<file path="config.mk">
export PLATFORM = sky130hd
export DESIGN_NAME = rx_status_ctrl
export DESIGN_NICKNAME = d
export VERILOG_FILES = /design/src/rtl/rx_status_pkg.sv /design/src/rtl/status_fifo.sv /design/src/rtl/rx_status_ctrl.sv
export VERILOG_INCLUDE_DIRS = /design/src /design/src/rtl
export SDC_FILE = /design/constraint.sdc
export NUM_CORES = 1
export LEC_CHECK = 0
export ABC_CLOCK_PERIOD_IN_PS = 4500
export BUFFER_PORTS_ARGS = -buffer_cell sky130_fd_sc_hd__buf_2
export CAP_MARGIN = 10
export CORE_ASPECT_RATIO = 0.8
export CORE_MARGIN = 2
export CORE_UTILIZATION = 60
export CTS_CLUSTER_DIAMETER = 50
export DETAILED_ROUTE_END_ITERATION = 8
export PLACE_DENSITY = 0.79
export SLEW_MARGIN = 20
export SYNTH_ARGS = -nofsm -noshare
export SYNTH_HDL_FRONTEND = slang
export SYNTH_SLANG_ARGS = --single-unit
</file>
<file path="constraint.sdc">
create_clock -name MCLK -period 4.5 [get_ports MCLK]
set_input_delay 0.225 -clock MCLK [delete_from_list [all_inputs] [get_ports MCLK]]
set_output_delay 0.225 -clock MCLK [all_outputs]
set_load 0.005 [all_outputs]
</file>
<file path="src/rtl/rx_status_defs.svh">
// Register offsets, field positions and limits of the receive status block
`ifndef RX_STATUS_DEFS_SVH
`define RX_STATUS_DEFS_SVH

`define OFS_CTRL 8'h00
`define OFS_STATUS_PORT 8'h04
`define OFS_INFO 8'h08

`define CTRL_RX_EN_BIT 0
`define CTRL_DUMP_BIT 1
`define CTRL_PASS_BAD_BIT 16
`define CTRL_RESET 32'h00000000

`define INFO_ERR_BIT 0
`define INFO_HALTED_BIT 1
`define INFO_LEVEL_LSB 8

`define SW_LEN_LSB 16
`define SW_FILT_FAIL 30
`define SW_SUMMARY 15
`define SW_BCAST 13
`define SW_LEN_MISMATCH 12
`define SW_RUNT 11
`define SW_MCAST 10
`define SW_TOO_LONG 7
`define SW_LATE_COLL 6
`define SW_FTYPE 5
`define SW_WDOG 4
`define SW_MII_ERR 3
`define SW_DRIBBLE 2
`define SW_CRC 1

`define RUNT_BYTES 14'h0040
`define MAX_FRAME_BYTES 14'h05EE
`define MAX_LEN_FIELD 16'h05DC
`define MIN_TYPED_BYTES 14'h000E
`define HDR_CRC_BYTES 17'h00012
`define WDOG_BYTES 14'h0800
`define DRIB_MII_BITS 3'h4
`define DRIB_10M_BITS 3'h3

`endif

</file>
<file path="src/rtl/rx_status_pkg.sv">
// Types shared by the receive status block
package rx_status_pkg;

  typedef struct packed {
    logic [13:0] length;
    logic [15:0] len_type;
    logic filter_fail;
    logic broadcast;
    logic multicast;
    logic rx_er_seen;
    logic crc_bad;
    logic late_coll;
    logic [2:0] dribble_bits;
    logic speed_10;
  } frame_info_t;

  typedef enum logic [1:0] {
    RX_OFF,
    RX_RUN,
    RX_DRAIN
  } rx_state_t;

endpackage

</file>
<file path="src/rtl/status_fifo.sv">
// Flip-flop FIFO holding queued receive status words
`timescale 1ns/1ps
module status_fifo #(
  parameter int WIDTH = 32,
  parameter int DEPTH = 16,
  parameter int AW = $clog2(DEPTH)
) (
  input wire logic clk,
  input wire logic rst,
  input wire logic flush,
  input wire logic push,
  input wire logic [WIDTH-1:0] wdata,
  input wire logic pop,
  output logic [WIDTH-1:0] rdata,
  output logic full,
  output logic empty,
  output logic [AW:0] level
);
  logic [WIDTH-1:0] mem [DEPTH];
  logic [AW-1:0] wr_ptr;
  logic [AW-1:0] rd_ptr;
  logic do_push;
  logic do_pop;

  // Pushes into a full queue and pops from an empty one are dropped
  assign do_push = push && !full;
  assign do_pop = pop && !empty;
  assign full = level == (AW+1)'(DEPTH);
  assign empty = level == '0;
  assign rdata = mem[rd_ptr];

  always_ff @(posedge clk) begin
    if (do_push) begin
      mem[wr_ptr] <= wdata;
    end
  end

  always_ff @(posedge clk) begin
    if (rst || flush) begin
      wr_ptr <= '0;
      rd_ptr <= '0;
      level <= '0;
    end else begin
      if (do_push) begin
        wr_ptr <= (wr_ptr == AW'(DEPTH - 1)) ? '0 : wr_ptr + 1'b1;
      end
      if (do_pop) begin
        rd_ptr <= (rd_ptr == AW'(DEPTH - 1)) ? '0 : rd_ptr + 1'b1;
      end
      level <= level + (AW+1)'(do_push) - (AW+1)'(do_pop);
    end
  end
endmodule

</file>
<file path="src/rtl/rx_status_ctrl.sv">
// Receive status word builder, receiver stop control and APB registers
//
// Overview of operation
// - Reserved status bits 31,14,9:8,0 read zero
// - Bit 30 marks address filter failure
// - Bits 29:16 carry frame length in bytes
// - Bit 15 is OR of 11,7,6,1
// - Bit 13 marks broadcast destination
// - Bit 12 marks length field mismatch
// - Bit 11 marks runt below 64 bytes
// - Runts kept only with pass-bad-frames bit 16
// - Bit 10 marks multicast destination
// - Bit 7 flags over 1518 bytes, no truncation
// - Bit 6 marks late collision
// - Bit 5 type above 1500, never under 14
// - Bit 4 marks receive watchdog expiry
// - Bit 3 marks receive error during frame
// - Bit 2 dribbling: 4 bits MII, 3+ at 10M
// - No dribbling with late collision
// - Bit 1 on CRC error or receive error
// - Pulse halted event once receiver stops
// - Error flag on underruns or status overrun
// - Receiver keeps running after error flag
// - Status pushed only after frame data written
`timescale 1ns/1ps
`include "rx_status_defs.svh"
module rx_status_ctrl
  import rx_status_pkg::*;
#(
  parameter int FIFO_DEPTH = 16,
  parameter logic [13:0] WDOG_LIMIT = `WDOG_BYTES
) (
  input wire logic MCLK,
  input wire logic SRST,
  input wire logic PSEL,
  input wire logic PENABLE,
  input wire logic PWRITE,
  input wire logic [7:0] PADDR,
  input wire logic [31:0] PWDATA,
  output logic [31:0] PRDATA,
  output logic PREADY,
  output logic PSLVERR,
  input wire logic FRAME_DONE,
  input wire frame_info_t FRAME_INFO,
  input wire logic DATA_WRITTEN,
  input wire logic FRAME_ACTIVE,
  input wire logic DATA_UNDERRUN,
  output logic RX_ENABLE,
  output logic DISCARD_FRAME,
  output logic RX_HALTED,
  output logic RX_ERROR
);
  localparam int AW = $clog2(FIFO_DEPTH);

  logic [31:0] ctrl;
  rx_state_t state;
  logic [31:0] next_word;
  logic [31:0] pend_word;
  logic pend_valid;
  logic push;
  logic pop;
  logic flush;
  logic [31:0] fifo_rdata;
  logic fifo_full;
  logic fifo_empty;
  logic [AW:0] fifo_level;
  logic acc_first;
  logic acc_done;
  logic wr_done;
  logic runt;
  logic too_long;
  logic late;
  logic crc_err;
  logic keep;
  logic len_mismatch;
  logic dribble;
  logic [16:0] lt_total;

  function automatic logic mapped(input logic [7:0] a);
    mapped = (a == `OFS_CTRL) || (a == `OFS_STATUS_PORT) || (a == `OFS_INFO);
  endfunction

  ////////////////////////////////////////////////////////////////////////////
  // Status word assembly

  assign runt = FRAME_INFO.length < `RUNT_BYTES;
  assign too_long = FRAME_INFO.length > `MAX_FRAME_BYTES;
  assign late = FRAME_INFO.late_coll;
  assign lt_total = 17'(FRAME_INFO.len_type) + `HDR_CRC_BYTES;
  assign crc_err = FRAME_INFO.crc_bad || FRAME_INFO.rx_er_seen;

  always_comb begin
    len_mismatch = 1'b0;
    if (FRAME_INFO.len_type <= `MAX_LEN_FIELD) begin
      // Short frames carry pad bytes, so only an overlong field is wrong
      if (FRAME_INFO.length > `RUNT_BYTES) begin
        len_mismatch = lt_total != 17'(FRAME_INFO.length);
      end else begin
        len_mismatch = lt_total > 17'(FRAME_INFO.length);
      end
    end
  end

  always_comb begin
    if (FRAME_INFO.speed_10) begin
      dribble = FRAME_INFO.dribble_bits >= `DRIB_10M_BITS;
    end else begin
      dribble = FRAME_INFO.dribble_bits == `DRIB_MII_BITS;
    end
  end

  always_comb begin
    next_word = 32'h00000000;
    next_word[`SW_FILT_FAIL] = FRAME_INFO.filter_fail;
    next_word[`SW_LEN_LSB +: 14] = FRAME_INFO.length;
    next_word[`SW_SUMMARY] = runt || too_long || late || crc_err;
    next_word[`SW_BCAST] = FRAME_INFO.broadcast;
    next_word[`SW_LEN_MISMATCH] = len_mismatch;
    next_word[`SW_RUNT] = runt;
    next_word[`SW_MCAST] = FRAME_INFO.multicast;
    next_word[`SW_TOO_LONG] = too_long;
    next_word[`SW_LATE_COLL] = late;
    // type frame, not for short runts
    next_word[`SW_FTYPE] = (FRAME_INFO.len_type > `MAX_LEN_FIELD)
                           && (FRAME_INFO.length >= `MIN_TYPED_BYTES);
    next_word[`SW_WDOG] = FRAME_INFO.length > WDOG_LIMIT;
    next_word[`SW_MII_ERR] = FRAME_INFO.rx_er_seen;
    next_word[`SW_DRIBBLE] = dribble && !late;
    next_word[`SW_CRC] = crc_err;
  end

  assign keep = !runt || ctrl[`CTRL_PASS_BAD_BIT];

  ////////////////////////////////////////////////////////////////////////////
  // Pending word and queue push

  // push waits for the data write
  assign push = pend_valid && DATA_WRITTEN;

  always_ff @(posedge MCLK) begin
    if (SRST) begin
      pend_valid <= 1'b0;
      pend_word <= 32'h00000000;
    end else begin
      if (FRAME_DONE && keep) begin
        pend_valid <= 1'b1;
        pend_word <= next_word;
      end else if (push) begin
        pend_valid <= 1'b0;
      end
    end
  end

  always_ff @(posedge MCLK) begin
    if (SRST) begin
      DISCARD_FRAME <= 1'b0;
    end else begin
      DISCARD_FRAME <= FRAME_DONE && !keep;
    end
  end

  status_fifo #(
    .WIDTH(32),
    .DEPTH(FIFO_DEPTH)
  ) u_fifo (
    .clk(MCLK),
    .rst(SRST),
    .flush(flush),
    .push(push),
    .wdata(pend_word),
    .pop(pop),
    .rdata(fifo_rdata),
    .full(fifo_full),
    .empty(fifo_empty),
    .level(fifo_level)
  );

  ////////////////////////////////////////////////////////////////////////////
  // APB slave, one wait state

  assign acc_first = PSEL && PENABLE && !PREADY;
  assign acc_done = PSEL && PENABLE && PREADY;
  assign wr_done = acc_done && PWRITE;
  assign pop = acc_first && !PWRITE && (PADDR == `OFS_STATUS_PORT);
  // Dump only acts once stopped so no frame is torn
  assign flush = wr_done && (PADDR == `OFS_CTRL) && PWDATA[`CTRL_DUMP_BIT]
                 && (state == RX_OFF);

  always_ff @(posedge MCLK) begin
    if (SRST) begin
      PREADY <= 1'b0;
      PSLVERR <= 1'b0;
      PRDATA <= 32'h00000000;
    end else begin
      PREADY <= acc_first;
      PSLVERR <= acc_first && !mapped(PADDR);
      if (acc_first && !PWRITE) begin
        case (PADDR)
          `OFS_CTRL: PRDATA <= ctrl;
          `OFS_STATUS_PORT: PRDATA <= fifo_empty ? 32'h00000000 : fifo_rdata;
          `OFS_INFO: begin
            PRDATA <= 32'h00000000;
            PRDATA[`INFO_ERR_BIT] <= RX_ERROR;
            PRDATA[`INFO_HALTED_BIT] <= state == RX_OFF;
            PRDATA[`INFO_LEVEL_LSB +: AW + 1] <= fifo_level;
          end
          default: PRDATA <= 32'h00000000;
        endcase
      end
    end
  end

  // host clears receive enable to halt
  always_ff @(posedge MCLK) begin
    if (SRST) begin
      ctrl <= `CTRL_RESET;
    end else if (wr_done && PADDR == `OFS_CTRL) begin
      ctrl <= PWDATA & ((32'h1 << `CTRL_RX_EN_BIT) | (32'h1 << `CTRL_PASS_BAD_BIT));
    end
  end

  ////////////////////////////////////////////////////////////////////////////
  // Receiver start and stop

  always_ff @(posedge MCLK) begin
    if (SRST) begin
      state <= RX_OFF;
      RX_HALTED <= 1'b0;
    end else begin
      RX_HALTED <= 1'b0;
      case (state)
        RX_OFF: if (ctrl[`CTRL_RX_EN_BIT]) begin
          state <= RX_RUN;
        end
        RX_RUN: if (!ctrl[`CTRL_RX_EN_BIT]) begin
          state <= RX_DRAIN;
        end
        RX_DRAIN: begin
          // single halted pulse after frame ends
          if (!FRAME_ACTIVE && !pend_valid) begin
            state <= RX_OFF;
            RX_HALTED <= 1'b1;
          end
        end
        default: state <= RX_OFF;
      endcase
    end
  end

  always_ff @(posedge MCLK) begin
    if (SRST) begin
      RX_ENABLE <= 1'b0;
    end else begin
      RX_ENABLE <= ctrl[`CTRL_RX_EN_BIT] && (state != RX_DRAIN);
    end
  end

  ////////////////////////////////////////////////////////////////////////////
  // Receive error flag

  // underruns and status overrun, set beats clear
  always_ff @(posedge MCLK) begin
    if (SRST) begin
      RX_ERROR <= 1'b0;
    end else if (DATA_UNDERRUN || (pop && fifo_empty) || (push && fifo_full)) begin
      RX_ERROR <= 1'b1;
    end else if (wr_done && PADDR == `OFS_INFO && PWDATA[`INFO_ERR_BIT]) begin
      RX_ERROR <= 1'b0;
    end
  end
endmodule

</file>
==> impl_metrics.csv <==
group,metric,value,unit
critical_path,start_kind,"flop",
logic_synthesis,synth_top_family_by_area,"multiplexers",
sta,max_slew_margin,0.3500,
floorplanning,rows,60,
logic_synthesis,muxShareOfSynthArea,0.1528,
logic_synthesis,yosysTopAreaCell,"edfxtp_1",
power,total_power,9.656,mW
clocking,clk_pin_slew,60,ps
flow_run,drv_cap,0,
logic_synthesis,synth-seq-cells,517,
logic_synthesis,avgSynthCellArea,18.63,sq um
power,power.leakage,7.699,nW
detailed_routing,top_layer,"met4",
floorplanning,start_util,0.6059,
sta,setup_tns,0,ps
sta,grt_setup_unrepaired,"false",
placement,gp_congestion,0.8537,
sta,clock_skew,20.72,ps
outcome,status,"complete, no violations",
critical_path,end_kind,"flop",
layout,fin_area,23320,sq um
clocking,clkLatencyLatePin,580,ps
sta,period_share,0.7271,
logic_synthesis,synth_edf_count,432,
detailed_routing,vias,11027,
logic_synthesis,synth_warnings,0,
floorplanning,die_y,168.5,um
clocking,cts.path.max_buffers,3,
clocking,cts_setup_buffers,0,
clocking,cts_max_level,2,
sta,whs,33.69,ps
critical_path,crit_arrival,3560,ps
layout,layout.nets,1354,
clocking,tritoncts,"done",
clocking,hold_buffers,29,
sta,setup-violations-final,0,
detailed_routing,wirelength_met1,18.77,mm
detailed_routing,wl_per_cell,27.30,um
global_route,grt_pass1_vias,10949,
placement,io_buffer_count,95,
logic_synthesis,yosys-top-cells-area,"edfxtp_1 (64%), mux4_2 (15%), dfxtp_1 (8.4%)",
logic_synthesis,synth_simple_gate_area_frac,0.04003,
sta,finalCriticalPeriod,3272,ps
global_route,grt_max_degree,49,
sta,fmax,305.6,MHz
logic_synthesis,synth_compound_area_frac,0.04015,
logic_synthesis,yosysSeqAreaShare,0.7233,
logic_synthesis,async_flop_share,0,
global_route,grt_util_all_layers,0.2733,
clocking,numCtsBuffers,49,
layout,fin_cells,1713,
detailed_routing,first_pass_iters,7,
layout,final_cell_mix,"edfxtp_1 (432), mux4_2 (135), buf_2 (95)",
detailed_routing,wl_met2,22.77,mm
detailed_routing,routed_wl,46.76,mm
sta,worstMarginPinSlew,975.0,ps
critical_path,criticalPathCategory,"reg2reg",
floorplanning,dieWidth,209.6,um
min_path,hold_path.class,"in2reg",
detailed_routing,vias_per_cell,6.437,
floorplanning,num_io_pins,127,
placement,dp_hpwl,25.96,mm
logic_synthesis,ys.flop_type,"edfxtp_1",
global_route,antenna_found_initial,2,
power,vdd_ir_drop_max,0.2785,mV
logic_synthesis,syn_inst,1089,
clocking,cts-root-buf,"clkbuf_16",
detailed_routing,drcViolationCount,0,
sta,hold_viol_final,0,
logic_synthesis,ys_types,54,
layout,drive_gt1_frac,0.2772,
power,powerDensity,414.0,nW/um^2
logic_synthesis,yosysTopAreaCellShare,0.6394,
logic_synthesis,netlist_area,20290,sq um
logic_synthesis,yosys.area_share.adder,0.01702,
detailed_routing,drtAntennaViolNets,0,
critical_path,cp_max_fo,20,
placement,placed_cell_area,21460,sq um
layout,mostFrequentLayoutCell,"edfxtp_1",
critical_path,critPathRequiredTime,4790,ps
clocking,clkSinkCount,517,
floorplanning,dieArea,35310,sq um
global_route,grt_pass1_wl,69.99,mm
layout,area_growth,14.96,%
detailed_routing,first_iter_violations,1198,
global_route,gr-total-overflow,0,
floorplanning,core_region_area,33480,sq um
detailed_routing,wl_met3,4.247,mm
placement,dp.cells,1592,
logic_synthesis,yosys.area_share.xor_xnor,0.006908,
clocking,ctsResizeCount,0,
sta,drv_slew,0,
cell families (layout without fill, tap and decap cells):
group,count (synthesis),after routing
AOI/OAI and AO/OA,117,117
xor gates and xnor gates,16,16
adders and majority gates,27,27
buffers and inverters,96,283
DFF,517,517
muxes,141,141
other,1,4
and+or+nand+nor,174,174
synthesized netlist by cell type, types with 5 or more instances:
cell / n
clkbuf_1: 27
buf_1: 8
nand4_1: 7
nor3_1: 16
edfxtp_1: 432
a32o_1: 22
mux4_2: 135
xor2_1: 9
nand2_1: 69
dfxtp_1: 85
nor2_1: 44
or4_1: 6
a31oi_1: 6
or3_1: 6
a22oi_1: 5
a21oi_1: 44
inv_1: 37
xnor2_1: 7
buf_2: 20
o21ai_0: 10
ha_1: 26
mux2i_1: 6
critical path, stage by stage, from the launching register on:
cell and delay (ps):
dfxtp_1 370, inv_1 80, ha_1 180, nor3b_1 180, a21oi_1 640, nand2_1 420, nor2_4 810, buf_4 300
final timing paths:
kind                         from            endpoint  slack, ps  depth (start not counted)
setup / recovery  u_fifo.level[3]  u_fifo.mem[11][13]       1230                          7
setup reg to reg  u_fifo.level[3]  u_fifo.mem[11][13]       1230                          7
hold reg to reg         PRDATA[7]           PRDATA[7]        460                          1
hold / removal           PADDR[7]             PSLVERR         30                          3
layout make-up:
class / count / area (sq um)
clock inverters: 21 / 193.9
well taps: 434 / 543.0
clock buffers: 69 / 1374
diodes: 2 / 5.005
fillers: 2016 / 10160
multi-input cells: 477 / 5333
repair buffers: 155 / 1049
inverters: 38 / 142.6
flip-flops and latches: 517 / 14680
per-stage QoR:
stage               worst slack (ps)  utilization
CTS                             1244       0.6964
global route                    1026       0.6966
floorplan                      751.4            -
global placement                1301       0.6409
detailed placement              1284       0.6409
finish                          1228       0.6966
per-layer routing:
metal / global-route usage / vias up
met1: 0.3943 / 5657
met2: 0.4390 / 597
met3: 0.05417 / 80
li1: - / 4693
met5: 0 / -
met4: 0.07061 / 0
sequential cells by signal, summed over array words and instances, names as in the netlist, named ones only:
| name | cells |
|---|---|
| PREADY | 1 |
| RX_HALTED | 1 |
| u_fifo.rd_ptr | 4 |
| PSLVERR | 1 |
| ctrl | 2 |
| RX_ERROR | 1 |
| u_fifo.level | 5 |
| PRDATA | 30 |
| DISCARD_FRAME | 1 |
| state | 2 |
| u_fifo.wr_ptr | 4 |
| u_fifo.mem | 432 |
| RX_ENABLE | 1 |
| pend_valid | 1 |
| pend_word | 27 |
power by group:
group          switching, mW  internal (mW)
logic                  0.177          0.127
clock network           1.74           2.31
registers             0.0774           5.22
Power figures use the tool's default switching activity.
